## src/wtd_params.svh

```systemverilog
`ifndef WTD_PARAMS_SVH
`define WTD_PARAMS_SVH

// Register offsets
`define WTD_OFF_CONTROL      8'h23
`define WTD_OFF_RELOAD_HIGH  8'h24
`define WTD_OFF_RELOAD_LOW   8'h25
`define WTD_OFF_COUNT_HIGH   8'h26
`define WTD_OFF_COUNT_LOW    8'h27
`define WTD_OFF_DRIVE_SETUP  8'h28
`define WTD_OFF_AMP_SETUP    8'h29

// Control register fields
`define WTD_CTL_RUNNING_BIT  7
`define WTD_CTL_QUALIFY_BIT  6

// Drive setup fields
`define WTD_DRV_INV2_BIT     7
`define WTD_DRV_INV1_BIT     6
`define WTD_DRV_ENABLE_BIT   3
`define WTD_DRV_STYLE_MSB    2
`define WTD_DRV_STYLE_LSB    0
`define WTD_DRV_WRITE_MASK   8'hCF

// Amplitude setup fields
`define WTD_AMP_TRIM_MSB     7
`define WTD_AMP_TRIM_LSB     6
`define WTD_AMP_RESID_MSB    4
`define WTD_AMP_RESID_LSB    0
`define WTD_AMP_WRITE_MASK   8'hDF

// Reset values and unmapped read data
`define WTD_RST_BYTE         8'h00
`define WTD_RST_COUNT        16'h0000
`define WTD_UNMAPPED_DATA    8'h00

`endif

```

## src/wtd_pkg.sv

```systemverilog
`default_nettype none
package wtd_pkg;

   typedef enum logic [2:0] {
      WTD_DRV_HIZ        = 3'b000,
      WTD_DRV_OPEN_DRAIN = 3'b001,
      WTD_DRV_PUSH_PULL  = 3'b010,
      WTD_DRV_FIXED_LOW  = 3'b100,
      WTD_DRV_FIXED_HIGH = 3'b101
   } wtd_drive_e;

   typedef struct packed {
      logic        running;
      logic [15:0] count;
   } wtd_count_s;

   typedef struct packed {
      logic       ctl_start;
      logic       ctl_stop;
      logic [7:0] reload_high;
      logic [7:0] reload_low;
      logic [7:0] drive_setup;
      logic [7:0] amp_setup;
      logic [7:0] rdata;
      logic       tx1_out;
      logic       tx1_oe;
      logic       tx2_out;
      logic       tx2_oe;
      logic [1:0] trim;
      logic       max_drive;
      logic [4:0] residual;
      logic       running;
   } wtd_state_s;

endpackage
`default_nettype wire

```

## src/wtd_timer_if.sv

```systemverilog
`timescale 1ns/1ps
`default_nettype none
interface wtd_timer_if;
   logic        start;
   logic        stop;
   logic [15:0] reload;
   logic [15:0] count;
   logic        running;

   modport ctrl (output start, output stop, output reload, input count, input running);
   modport timer (input start, input stop, input reload, output count, output running);
endinterface
`default_nettype wire

```

## src/wtd_wake_counter.sv

```systemverilog
`timescale 1ns/1ps
`default_nettype none
`include "wtd_params.svh"
module wtd_wake_counter
   import wtd_pkg::*;
(
   input  wire logic     ref_clk,
   input  wire logic     reset,
   input  wire logic     clk_en,
   input  wire logic     wake_tick,
   wtd_timer_if.timer    tif
);

   wtd_count_s st;
   wtd_count_s next_st;

   always_comb
   begin
      next_st = st;
      if (tif.start)
      begin
         next_st.count   = tif.reload;
         next_st.running = 1'b1;
      end
      else if (tif.stop)
      begin
         next_st.running = 1'b0;
      end
      else if (st.running && wake_tick)
      begin
         if (st.count == `WTD_RST_COUNT)
         begin
            next_st.running = 1'b0;
         end
         else
         begin
            next_st.count = st.count - 16'h0001;
         end
      end
   end

   always_ff @(posedge ref_clk or posedge reset)
   begin
      if (reset)
      begin
         st <= '0;
      end
      else if (clk_en)
      begin
         st <= next_st;
      end
   end

   assign tif.count   = st.count;
   assign tif.running = st.running;

   ////////////////////////////////////////////////////////////////////////
   a_reload_load_start:
   assert property (@(posedge ref_clk) disable iff (reset)
      (clk_en && tif.start) |=> (st.count == $past(tif.reload)) && st.running)
      else $error("Counter did not load reload value at start");

   a_reload_no_disturb:
   assert property (@(posedge ref_clk) disable iff (reset)
      (clk_en && !tif.start && !wake_tick) |=> $stable(st.count))
      else $error("Count changed without start or tick");

endmodule
`default_nettype wire

```

## src/wtd_regs.sv

```systemverilog
`timescale 1ns/1ps
`default_nettype none
`include "wtd_params.svh"
////////////////////////////////////////////////////////////////////////////
// Function
// - Writable reload low byte register
// - Writable reload high byte register
// - Start loads counter from combined reload
// - Reload writes affect only next start
// - Start/stop only with running plus qualifier
// - Read-only live count high byte
// - Read-only live count low byte
// - Bit 7 inverts second output
// - Bit 6 inverts first output
// - Bit 3 enables both outputs
// - Style field selects output drive manner
// - Two-bit carrier level reduction select
// - Full-carrier override forces maximum, ignores trim
// - Five-bit residual carrier setting passed on
module wtd_regs
   import wtd_pkg::*;
(
   input  wire logic       ref_clk,
   input  wire logic       reset,
   input  wire logic       clk_en,
   input  wire logic [7:0] reg_addr,
   input  wire logic [7:0] reg_wdata,
   input  wire logic       reg_wr,
   input  wire logic       reg_rd,
   output logic      [7:0] reg_rdata,
   input  wire logic       wake_tick,
   input  wire logic       carrier_in,
   input  wire logic       full_carrier_override,
   output logic            first_antenna_output_out,
   output logic            first_antenna_output_oe,
   output logic            second_antenna_output_out,
   output logic            second_antenna_output_oe,
   output logic      [1:0] carrier_level_trim,
   output logic            carrier_max_drive,
   output logic      [4:0] residual_carrier,
   output logic            wake_timer_running
);

   wtd_state_s st;
   wtd_state_s next_st;
   wtd_timer_if tif ();

   logic       drv1;
   logic       drv2;
   logic       enable;
   wtd_drive_e style;

   ////////////////////////////////////////////////////////////////////////
   // Wake-up counter
   wtd_wake_counter u_counter (
      .ref_clk   (ref_clk),
      .reset     (reset),
      .clk_en    (clk_en),
      .wake_tick (wake_tick),
      .tif       (tif.timer)
   );

   assign tif.start  = st.ctl_start;
   assign tif.stop   = st.ctl_stop;
   assign tif.reload = {st.reload_high, st.reload_low};

   ////////////////////////////////////////////////////////////////////////
   // Drive signal path
   assign enable = st.drive_setup[`WTD_DRV_ENABLE_BIT];
   assign style  = wtd_drive_e'(st.drive_setup[`WTD_DRV_STYLE_MSB:`WTD_DRV_STYLE_LSB]);
   assign drv1   = carrier_in ^ st.drive_setup[`WTD_DRV_INV1_BIT];
   assign drv2   = carrier_in ^ st.drive_setup[`WTD_DRV_INV2_BIT];

   ////////////////////////////////////////////////////////////////////////
   // Next state
   always_comb
   begin
      next_st = st;
      next_st.ctl_start = 1'b0;
      next_st.ctl_stop  = 1'b0;
      next_st.rdata     = `WTD_UNMAPPED_DATA;
      next_st.running   = tif.running;

      // Register writes
      if (reg_wr)
      begin
         unique case (reg_addr)
            `WTD_OFF_CONTROL:
            begin
               if (reg_wdata[`WTD_CTL_QUALIFY_BIT])
               begin
                  next_st.ctl_start = reg_wdata[`WTD_CTL_RUNNING_BIT];
                  next_st.ctl_stop  = !reg_wdata[`WTD_CTL_RUNNING_BIT];
               end
            end
            `WTD_OFF_RELOAD_HIGH:
            begin
               next_st.reload_high = reg_wdata;
            end
            `WTD_OFF_RELOAD_LOW:
            begin
               next_st.reload_low = reg_wdata;
            end
            `WTD_OFF_DRIVE_SETUP:
            begin
               next_st.drive_setup = reg_wdata & `WTD_DRV_WRITE_MASK;
            end
            `WTD_OFF_AMP_SETUP:
            begin
               next_st.amp_setup = reg_wdata & `WTD_AMP_WRITE_MASK;
            end
            default:
            begin
               next_st.reload_low = st.reload_low;
            end
         endcase
      end

      // Register reads, data in the following cycle
      if (reg_rd)
      begin
         unique case (reg_addr)
            `WTD_OFF_CONTROL:
            begin
               next_st.rdata = {st.running, 7'h00};
            end
            `WTD_OFF_RELOAD_HIGH:
            begin
               next_st.rdata = st.reload_high;
            end
            `WTD_OFF_RELOAD_LOW:
            begin
               next_st.rdata = st.reload_low;
            end
            `WTD_OFF_COUNT_HIGH:
            begin
               next_st.rdata = tif.count[15:8];
            end
            `WTD_OFF_COUNT_LOW:
            begin
               next_st.rdata = tif.count[7:0];
            end
            `WTD_OFF_DRIVE_SETUP:
            begin
               next_st.rdata = st.drive_setup;
            end
            `WTD_OFF_AMP_SETUP:
            begin
               next_st.rdata = st.amp_setup;
            end
            default:
            begin
               next_st.rdata = `WTD_UNMAPPED_DATA;
            end
         endcase
      end

      // Transmitter outputs
      next_st.tx1_out = 1'b0;
      next_st.tx1_oe  = 1'b0;
      next_st.tx2_out = 1'b0;
      next_st.tx2_oe  = 1'b0;
      if (enable)
      begin
         unique case (style)
            WTD_DRV_OPEN_DRAIN:
            begin
               next_st.tx1_oe = !drv1;
               next_st.tx2_oe = !drv2;
            end
            WTD_DRV_PUSH_PULL:
            begin
               next_st.tx1_out = drv1;
               next_st.tx1_oe  = 1'b1;
               next_st.tx2_out = drv2;
               next_st.tx2_oe  = 1'b1;
            end
            WTD_DRV_FIXED_LOW:
            begin
               next_st.tx1_oe = 1'b1;
               next_st.tx2_oe = 1'b1;
            end
            WTD_DRV_FIXED_HIGH:
            begin
               next_st.tx1_out = 1'b1;
               next_st.tx1_oe  = 1'b1;
               next_st.tx2_out = 1'b1;
               next_st.tx2_oe  = 1'b1;
            end
            WTD_DRV_HIZ:
            begin
               next_st.tx1_oe = 1'b0;
               next_st.tx2_oe = 1'b0;
            end
            default:
            begin
               // Unsupported codes leave both pins released
               next_st.tx1_oe = 1'b0;
               next_st.tx2_oe = 1'b0;
            end
         endcase
      end

      // Amplitude settings
      if (full_carrier_override)
      begin
         next_st.trim      = 2'h0;
         next_st.max_drive = 1'b1;
      end
      else
      begin
         next_st.trim      = st.amp_setup[`WTD_AMP_TRIM_MSB:`WTD_AMP_TRIM_LSB];
         next_st.max_drive = 1'b0;
      end
      next_st.residual = st.amp_setup[`WTD_AMP_RESID_MSB:`WTD_AMP_RESID_LSB];
   end

   ////////////////////////////////////////////////////////////////////////
   // State registers
   always_ff @(posedge ref_clk or posedge reset)
   begin
      if (reset)
      begin
         st <= '0;
      end
      else if (clk_en)
      begin
         st <= next_st;
      end
   end

   assign reg_rdata                 = st.rdata;
   assign first_antenna_output_out  = st.tx1_out;
   assign first_antenna_output_oe   = st.tx1_oe;
   assign second_antenna_output_out = st.tx2_out;
   assign second_antenna_output_oe  = st.tx2_oe;
   assign carrier_level_trim        = st.trim;
   assign carrier_max_drive         = st.max_drive;
   assign residual_carrier          = st.residual;
   assign wake_timer_running        = st.running;

   ////////////////////////////////////////////////////////////////////////
   // Checks
   a_reload_low_write:
   assert property (@(posedge ref_clk) disable iff (reset)
      (clk_en && reg_wr && reg_addr == `WTD_OFF_RELOAD_LOW)
      |=> st.reload_low == $past(reg_wdata))
      else $error("Reload low byte not stored");

   a_reload_high_write:
   assert property (@(posedge ref_clk) disable iff (reset)
      (clk_en && reg_wr && reg_addr == `WTD_OFF_RELOAD_HIGH)
      |=> st.reload_high == $past(reg_wdata))
      else $error("Reload high byte not stored");

   a_start_needs_qualifier:
   assert property (@(posedge ref_clk) disable iff (reset)
      ($rose(st.ctl_start) || $rose(st.ctl_stop))
      |-> $past(reg_wr && reg_addr == `WTD_OFF_CONTROL && reg_wdata[`WTD_CTL_QUALIFY_BIT]))
      else $error("Start or stop without qualifier write");

   a_start_loads_count:
   assert property (@(posedge ref_clk) disable iff (reset)
      (clk_en && reg_wr && reg_addr == `WTD_OFF_CONTROL && reg_wdata[7:6] == 2'b11)
      ##1 clk_en |=> tif.count == $past(tif.reload) && tif.running)
      else $error("Qualified start did not load reload value");

   a_count_high_read:
   assert property (@(posedge ref_clk) disable iff (reset)
      (clk_en && reg_rd && reg_addr == `WTD_OFF_COUNT_HIGH)
      |=> reg_rdata == $past(tif.count[15:8]))
      else $error("Count high byte read mismatch");

   a_count_low_read:
   assert property (@(posedge ref_clk) disable iff (reset)
      (clk_en && reg_rd && reg_addr == `WTD_OFF_COUNT_LOW)
      |=> reg_rdata == $past(tif.count[7:0]))
      else $error("Count low byte read mismatch");

   a_second_invert:
   assert property (@(posedge ref_clk) disable iff (reset)
      (clk_en && enable && style == WTD_DRV_PUSH_PULL)
      |=> second_antenna_output_out == ($past(carrier_in) ^ $past(st.drive_setup[7])))
      else $error("Second output inversion wrong");

   a_first_invert:
   assert property (@(posedge ref_clk) disable iff (reset)
      (clk_en && enable && style == WTD_DRV_PUSH_PULL)
      |=> first_antenna_output_out == ($past(carrier_in) ^ $past(st.drive_setup[6])))
      else $error("First output inversion wrong");

   a_enable_gates_pins:
   assert property (@(posedge ref_clk) disable iff (reset)
      (clk_en && !enable) |=> !first_antenna_output_oe && !second_antenna_output_oe)
      else $error("Pin driven while outputs disabled");

   a_open_drain_style:
   assert property (@(posedge ref_clk) disable iff (reset)
      (clk_en && enable && style == WTD_DRV_OPEN_DRAIN)
      |=> !first_antenna_output_out && (first_antenna_output_oe == !$past(drv1)))
      else $error("Open drain drive wrong");

   a_trim_follows:
   assert property (@(posedge ref_clk) disable iff (reset)
      (clk_en && !full_carrier_override)
      |=> carrier_level_trim == $past(st.amp_setup[7:6]) && !carrier_max_drive)
      else $error("Carrier trim not passed on");

   a_override_max:
   assert property (@(posedge ref_clk) disable iff (reset)
      (clk_en && full_carrier_override) |=> carrier_max_drive && carrier_level_trim == 2'h0)
      else $error("Override did not force maximum");

   a_residual_pass:
   assert property (@(posedge ref_clk) disable iff (reset)
      clk_en |=> residual_carrier == $past(st.amp_setup[4:0]))
      else $error("Residual carrier not passed on");

   a_reserved_zero:
   assert property (@(posedge ref_clk) disable iff (reset)
      (clk_en && reg_rd && reg_addr == `WTD_OFF_DRIVE_SETUP) |=> reg_rdata[5:4] == 2'h0)
      else $error("Reserved drive bits not zero");

   a_reserved_amp_zero:
   assert property (@(posedge ref_clk) disable iff (reset)
      (clk_en && reg_rd && reg_addr == `WTD_OFF_AMP_SETUP)
      |=> (reg_rdata & ~`WTD_AMP_WRITE_MASK) == 8'h00)
      else $error("Reserved amplitude bit not zero");

   a_push_pull_drive:
   assert property (@(posedge ref_clk) disable iff (reset)
      (clk_en && enable && style == WTD_DRV_PUSH_PULL)
      |=> first_antenna_output_oe && second_antenna_output_oe)
      else $error("Push-pull pins not driven");

   a_fixed_level_drive:
   assert property (@(posedge ref_clk) disable iff (reset)
      (clk_en && enable && (style == WTD_DRV_FIXED_LOW || style == WTD_DRV_FIXED_HIGH))
      |=> first_antenna_output_oe && second_antenna_output_oe
         && (first_antenna_output_out == $past(style == WTD_DRV_FIXED_HIGH))
         && (second_antenna_output_out == $past(style == WTD_DRV_FIXED_HIGH)))
      else $error("Fixed level drive wrong");

endmodule
`default_nettype wire

```

## config.mk

```make
export PLATFORM = sky130hd
export DESIGN_NAME = wtd_regs
export DESIGN_NICKNAME = d
export VERILOG_FILES = /design/src/wtd_pkg.sv /design/src/wtd_timer_if.sv /design/src/wtd_wake_counter.sv /design/src/wtd_regs.sv
export VERILOG_INCLUDE_DIRS = /design/src
export SDC_FILE = /design/constraint.sdc
export NUM_CORES = 1
export LEC_CHECK = 0
export ABC_AREA = 1
export BUFFER_PORTS_ARGS = -buffer_cell sky130_fd_sc_hd__buf_4
export CAP_MARGIN = 20
export CORE_MARGIN = 2
export CORE_UTILIZATION = 59
export DETAILED_ROUTE_END_ITERATION = 16
export GPL_TIMING_DRIVEN = 0
export HOLD_SLACK_MARGIN = 0.06
export PLACE_DENSITY = 0.83
export REMOVE_ABC_BUFFERS = 1
export SYNTH_ARGS = -nofsm -noshare
export SYNTH_HDL_FRONTEND = slang
export SYNTH_SLANG_ARGS = --single-unit
```

## constraint.sdc

```tcl
create_clock -name ref_clk -period 3 [get_ports ref_clk]
set_clock_uncertainty 0.05 [all_clocks]
set_input_delay 0.75 -clock ref_clk [delete_from_list [all_inputs] [get_ports ref_clk]]
set_output_delay 0.75 -clock ref_clk [all_outputs]
set_load 0.01 [all_outputs]
```

==> out/metrics.cfg, run 1 <==
[grt]
grt_max_degree = 70
antenna_found_initial = 0
first_global_vias = 3389
globalRouteOverflowTotal = 0
grt.total_usage_pct = 26.6
grt_pass1_wl_microns = 15700

[critical_path]
startpoint_type = flip-flop
critical_path.max_stage_delay_ns = 0.68
reg2reg_from = tif.start
cpMaxStageDelayCell = dfrtp_1
cp-startpoint = tif.start
endpoint_kind = flip-flop
path_buf_inv = 2
arrival_ns = 2.69
path_delay_family = buffers and inverters
critical_path_class = flip-flop to flip-flop
crit_fanout = 24
crit_required_ns = 3.24
crit_chain = inv_1, a21oi_1, nand3_2, inv_2, nand3_1, nand2_1

[power]
internal_power_uw = 1770
clkPwrFrac_pct = 31.4
pwr-share-comb_pct = 25.3
p_total_uw = 2730
p_seq_share_pct = 43.2
power_density_mw_per_mm2 = 604
netSwitchingFraction_pct = 35.2
p_leak_uw = 0.00234
p_switching_uw = 958
ir_drop_uv = 258

[finish]
nNetsFinal = 595
fillers = 544
layout.cells.most_common = nand2_1
n_antenna_cell = 0
final_cell_mix = nand2_1 (155), dfrtp_1 (69), nand3_1 (61), inv_1 (55), o21ai_0 (53)
area_delta_synth_final_pct = 9.77
drive_gt1_share_pct = 18.1

[cts]
numCtsBuffers = 9
clk_latency_ns = 0.35
htree_levels = 3
cts_root_buf = clkbuf_8
cts.reportedPaths.clkPinSlew_ns = 0.08
cts_tree = yes
post-cts-setup-buffers = 0
post_cts_resized = 0
cts_hold_buf = 0
clockBufferDepth = 2
clkSinkCount = 69

[drt]
dr.first_iter.drc_count = 279
antenna_left = 0
firstDrtPassIters = 5
vias = 3619
vias_per_cell = 5.53
wirelength_microns = 9530
drc_errors = 0
wl_per_cell_microns = 14.5

[place]
io_buffers = 44
place.gp.congestion = 0.888
hpwlAfterDp_microns = 6710

[timing]
fmax_ghz = 0.408
rsz0062_at_grt = false
worst_slew_pin_slew_ns = 0.856
period_minus_slack_ns = 2.45
post-route-period-util_pct = 81.6
hold_viol_final = 0
setup_viol = 0
relSlewSlack_pct = 42.9
slew_viol_final = 0
setup_tns_ns = 0

[outcome]
outcome = complete, no violations

[synthesis]
synth-edff-count = 0
ys_ff_latch = 69
yosys_most_used_dff = dfrtp_1
async_flop_share_pct = 100
synth_warnings = 0
synth.distinct_cells = 33
synth_cells = 547
syn_avg_cell_area_sq_um = 7.52
synth-seq-area-share_pct = 42.0
syn_area_sq_mm = 0.00411

[floorplanning]
ios = 45
fp.dieH_microns = 87.5
die_w_microns = 87.5
placementRows = 30
start_util_pct = 60.9
dieArea_sq_mm = 0.00765
coreArea_sq_mm = 0.00676

[hold_path]
holdCritStartpoint = reg_rdata[1]
hp-class = flip-flop to flip-flop

[job]
maxCapViolations = 0

## sequential cells by signal, indices dropped and copies added (netlist names)
register and flops:
carrier_level_trim 2, carrier_max_drive 1, enable 1, first_antenna_output_oe 1
first_antenna_output_out 1, next_st 5, reg_rdata 8, residual_carrier 5
second_antenna_output_oe 1, second_antenna_output_out 1, st 23, tif.start 1
tif.stop 1, u_counter.tif.count 16, u_counter.tif.running 1, wake_timer_running 1
## layer usage
metal  wire length [microns]  up-vias  GRT usage (%)
li1                        -     1771              -
met1                    4170     1683           34.2
met2                    4600      146           44.8
met3                     565       19           4.36
met4                     198        0           10.1
met5                       0        -              0
## worst reg2reg max path: stages (launching register included)
cell	delay, ns
dfrtp_1	0.68
inv_1	0.49
a21oi_1	0.28
nand3_2	0.25
inv_2	0.41
nand3_1	0.15
nand2_1	0.09
## path summary, 6_finish.rpt
| check | depth (start not counted) | slack, ns | end |
|---|---|---|---|
| setup reg to reg | 6 | 0.55 | u_counter.tif.count[11] |
| setup / recovery | 6 | 0.55 | u_counter.tif.count[11] |
| hold / removal | 2 | 0.43 | reg_rdata[1] |
| min in group asynchronous | 2 | 0.49 | next_st[3] |
| hold reg to reg | 2 | 0.43 | reg_rdata[1] |
| max in group asynchronous | 2 | 1.81 | st[43] |
## synthesized netlist by cell type, types with 5 or more instances
master / number / share of area, %
o21ai_2: 5 / 1.1
nor2_4: 7 / 1.9
nor2_1: 46 / 4.2
nand3_1: 61 / 7.4
nand2_2: 9 / 1.4
inv_1: 56 / 5.1
inv_2: 7 / 0.64
o21ai_0: 53 / 6.5
o21ai_1: 9 / 1.1
dfrtp_1: 69 / 42
buf_4: 16 / 2.9
buf_6: 8 / 2.2
nand2_1: 155 / 14
## power groups by stage
stage | Clock (uW) | Sequential, uW | Combinational, uW
final | 857 | 1180 | 690
after global routing | 901 | 1200 | 799
after CTS | 860 | 1170 | 689
after detailed placement | 0 | 1190 | 682
after global placement | 0 | 1190 | 657
after floorplan | 0 | 1150 | 526
## cell type report
type,count,area (sq um),area share (%)
clock inverters,7,100,2.22
multi-input cells,382,1890,41.9
clock buffers,9,124,2.74
inverters,64,243,5.38
well taps,80,100,2.22
flip-flops and latches,69,1730,38.3
repair buffers,44,330,7.32
## cells by family (layout without fill, tap and decap cells)
group / Yosys count / in the layout / synth area share (%)
fa+ha+maj: 1 / 1 / 0.304
compound gates: 76 / 76 / 10.1
simple gates: 297 / 297 / 33.6
mux: 5 / 5 / 1.37
buf+inv: 96 / 124 / 12.1
flops: 69 / 69 / 42.0
xor+xnor: 3 / 3 / 0.639
## stage by stage
| step | cell area (sq um) | hold WS [ns] | setup WS [ns] | std cells | util, % |
|---|---|---|---|---|---|
| after detailed placement | 4290 | 0.417 | 0.526 | 639 | 63.5 |
| final | 4510 | 0.434 | 0.551 | 655 | 66.8 |
| after global routing | 4510 | 0.457 | 0.295 | 655 | 66.8 |
| after floorplan | 3860 | 0.422 | 0.460 | 515 | - |
| after global placement | 4290 | 0.416 | -0.348 | 639 | 63.4 |
| after CTS | 4510 | 0.439 | 0.592 | 655 | 66.8 |
(Power assumes the default switching activity.)
==> run 2: changes to the inputs <==
- clock period: 3 -> 2.3 ns (I/O delays scaled with it)
==> run 2 against run 1 <==
- combinational power up 31%
- core utilization up 0.19 points
- fmax up 17%
- hold slack worse by 0.12 ns
- power up 31%
- cell area up 0.28%
- global-route usage up 0.37 points
- sequential share of layout area down 0.078 points
- critical path depth unchanged
- largest power group unchanged
- highest routed layer unchanged
==> out/metrics.cfg, run 2 (synthesis gave the netlist of run 1 again) <==
[outcome]
outcome = complete, no violations

[critical_path]
crit_end = u_counter.tif.count[11]
r2r_slack_ns = 0.20
reg2reg_from = tif.start
cp-startpoint = tif.start
reg2reg_depth = 6
crit_chain = clkinvlp_4, a21oi_1, nand3_2, inv_4, nand3_1, nand2_1
path_buf_inv = 2
arrival_ns = 2.34
critical_path_class = flip-flop to flip-flop
crit_required_ns = 2.54
path_delay_family = buffers and inverters
r2r-end = u_counter.tif.count[11]
startpoint_type = flip-flop
endpoint_kind = flip-flop
cp.depth = 6
critical_path.max_stage_delay_ns = 0.59
crit_fanout = 22
cpMaxStageDelayCell = dfrtp_2

[grt]
grt_pass1_wl_microns = 15900
grt.total_usage_pct = 26.9
first_global_vias = 3403
globalRouteOverflowTotal = 0
antenna_found_initial = 0
grt_max_degree = 70

[finish]
area_delta_synth_final_pct = 10.1
layout.cells.most_common = nand2_1
nNetsFinal = 596
largest_register = st
drive_gt1_share_pct = 18.6
utilization_pct = 67.0
largest_register_ffs = 23
n_antenna_cell = 0
final_cell_mix = nand2_1 (155), dfrtp_1 (68), nand3_1 (61), inv_1 (54), o21ai_0 (53)

[floorplanning]
fp.dieH_microns = 87.5
dieArea_sq_mm = 0.00765
die_w_microns = 87.5
placementRows = 30
coreArea_sq_mm = 0.00676
ios = 45
start_util_pct = 60.9

[cts]
cts_root_buf = clkbuf_8
cts.reportedPaths.clkPinSlew_ns = 0.08
clkSinkCount = 69
htree_levels = 3
numCtsBuffers = 9
clockBufferDepth = 2
clk_latency_ns = 0.35
cts_tree = yes

[drt]
vias = 3657
vias_per_cell = 5.57
firstDrtPassIters = 5
antenna_left = 0
wl_per_cell_microns = 14.8
wirelength_microns = 9730
drc_errors = 0
dr.first_iter.drc_count = 343

[timing]
hold_viol_final = 0
period_minus_slack_ns = 2.10
worst_slew_pin_slew_ns = 0.849
rsz0062_at_grt = false
slew_viol_final = 0
post-route-period-util_pct = 91.3
setup_viol = 0
whs_ns = 0.318
relSlewSlack_pct = 43.4
fmax_ghz = 0.476

[place]
io_buffers = 44
place.gp.congestion = 0.888
hpwlAfterDp_microns = 6710

[power]
ir_drop_uv = 346
p_leak_uw = 0.00234
power_density_mw_per_mm2 = 789

[job]
maxCapViolations = 0

[hold_path]
hp-class = input pin to asynchronous set/reset pin

[run 2: changes by cell type in the layout (fill, tap and decap cells not counted)]
cell        before  now
inv_2            7    6
inv_1           55   54
clkinvlp_2       0    1
clkinvlp_4       0    1
dfrtp_2          0    1
dfrtp_1         69   68
inv_4            1    2
[run 2: layout make-up]
cell class                 count  area (sq um)
timing repair buffer          44           330
clock inverter                 7           100
clock buffer                   9           124
multi-input combinational    382          1890
timing repair inverter         1          5.00
fill                         544          2230
inverter                      64           249
sequential                    69          1730
tap                           80           100
[run 2: layer usage]
layer / vias up / wire (microns) / part of all wire [%] / GRT usage [%]
met2: 163 / 4670 / 48 / 45.7
met3: 17 / 628 / 6.5 / 4.36
met4: 0 / 182 / 1.9 / 9.65
met1: 1700 / 4240 / 44 / 34.7
met5: - / 0 / 0 / 0
li1: 1777 / - / - / -
[run 2: worst min-delay path by stage]
stage / startpoint / endpoint / slack [ns] / cells past startpoint
global route: reg_wdata[7] / tif.stop / 0.40 / 2
detailed placement: reg_rdata[7] / reg_rdata[7] / 0.42 / 2
floorplan: u_counter.tif.running / wake_timer_running / 0.42 / 2
global placement: reg_rdata[4] / reg_rdata[4] / 0.42 / 2
CTS: reset / next_st[3] / 0.37 / 2
finish: reset / next_st[3] / 0.32 / 2
[run 2: repair_timing]
action,in CTS,in global routing
buffers inserted,0,0
gates resized for setup,2,2
cloned,1,0
setup endpoints to repair,15,12
hold buffers,0,0
[run 2: worst register-to-register path, delay by kind of cell (launching register included)]
family | cells | cell delay [ns]
AOI/OAI and AO/OA | 1 | 0.23
and+or+nand+nor | 3 | 0.53
DFF | 1 | 0.59
buffers and inverters | 2 | 0.64
[run 2: through the flow]
stage               worst slack (ns)  instance area (sq um)  power [uW]  cells  setup TNS (ns)
floorplan                    -0.0649                   3860        2190    515           -4.48
global placement              -0.873                   4290        2400    639          -60.81
detailed placement           -0.0726                   4290        2440    639          -0.800
CTS                            0.164                   4520        3550    656               0
global route                  0.0385                   4530        3780    656               0
finish                         0.199                   4530        3570    656               0
[run 2: report_power, final]
group	leakage, uW	internal (uW)	switching (uW)
clock network	0.000113	616	508
registers	0.000813	1360	183
logic	0.00141	333	573
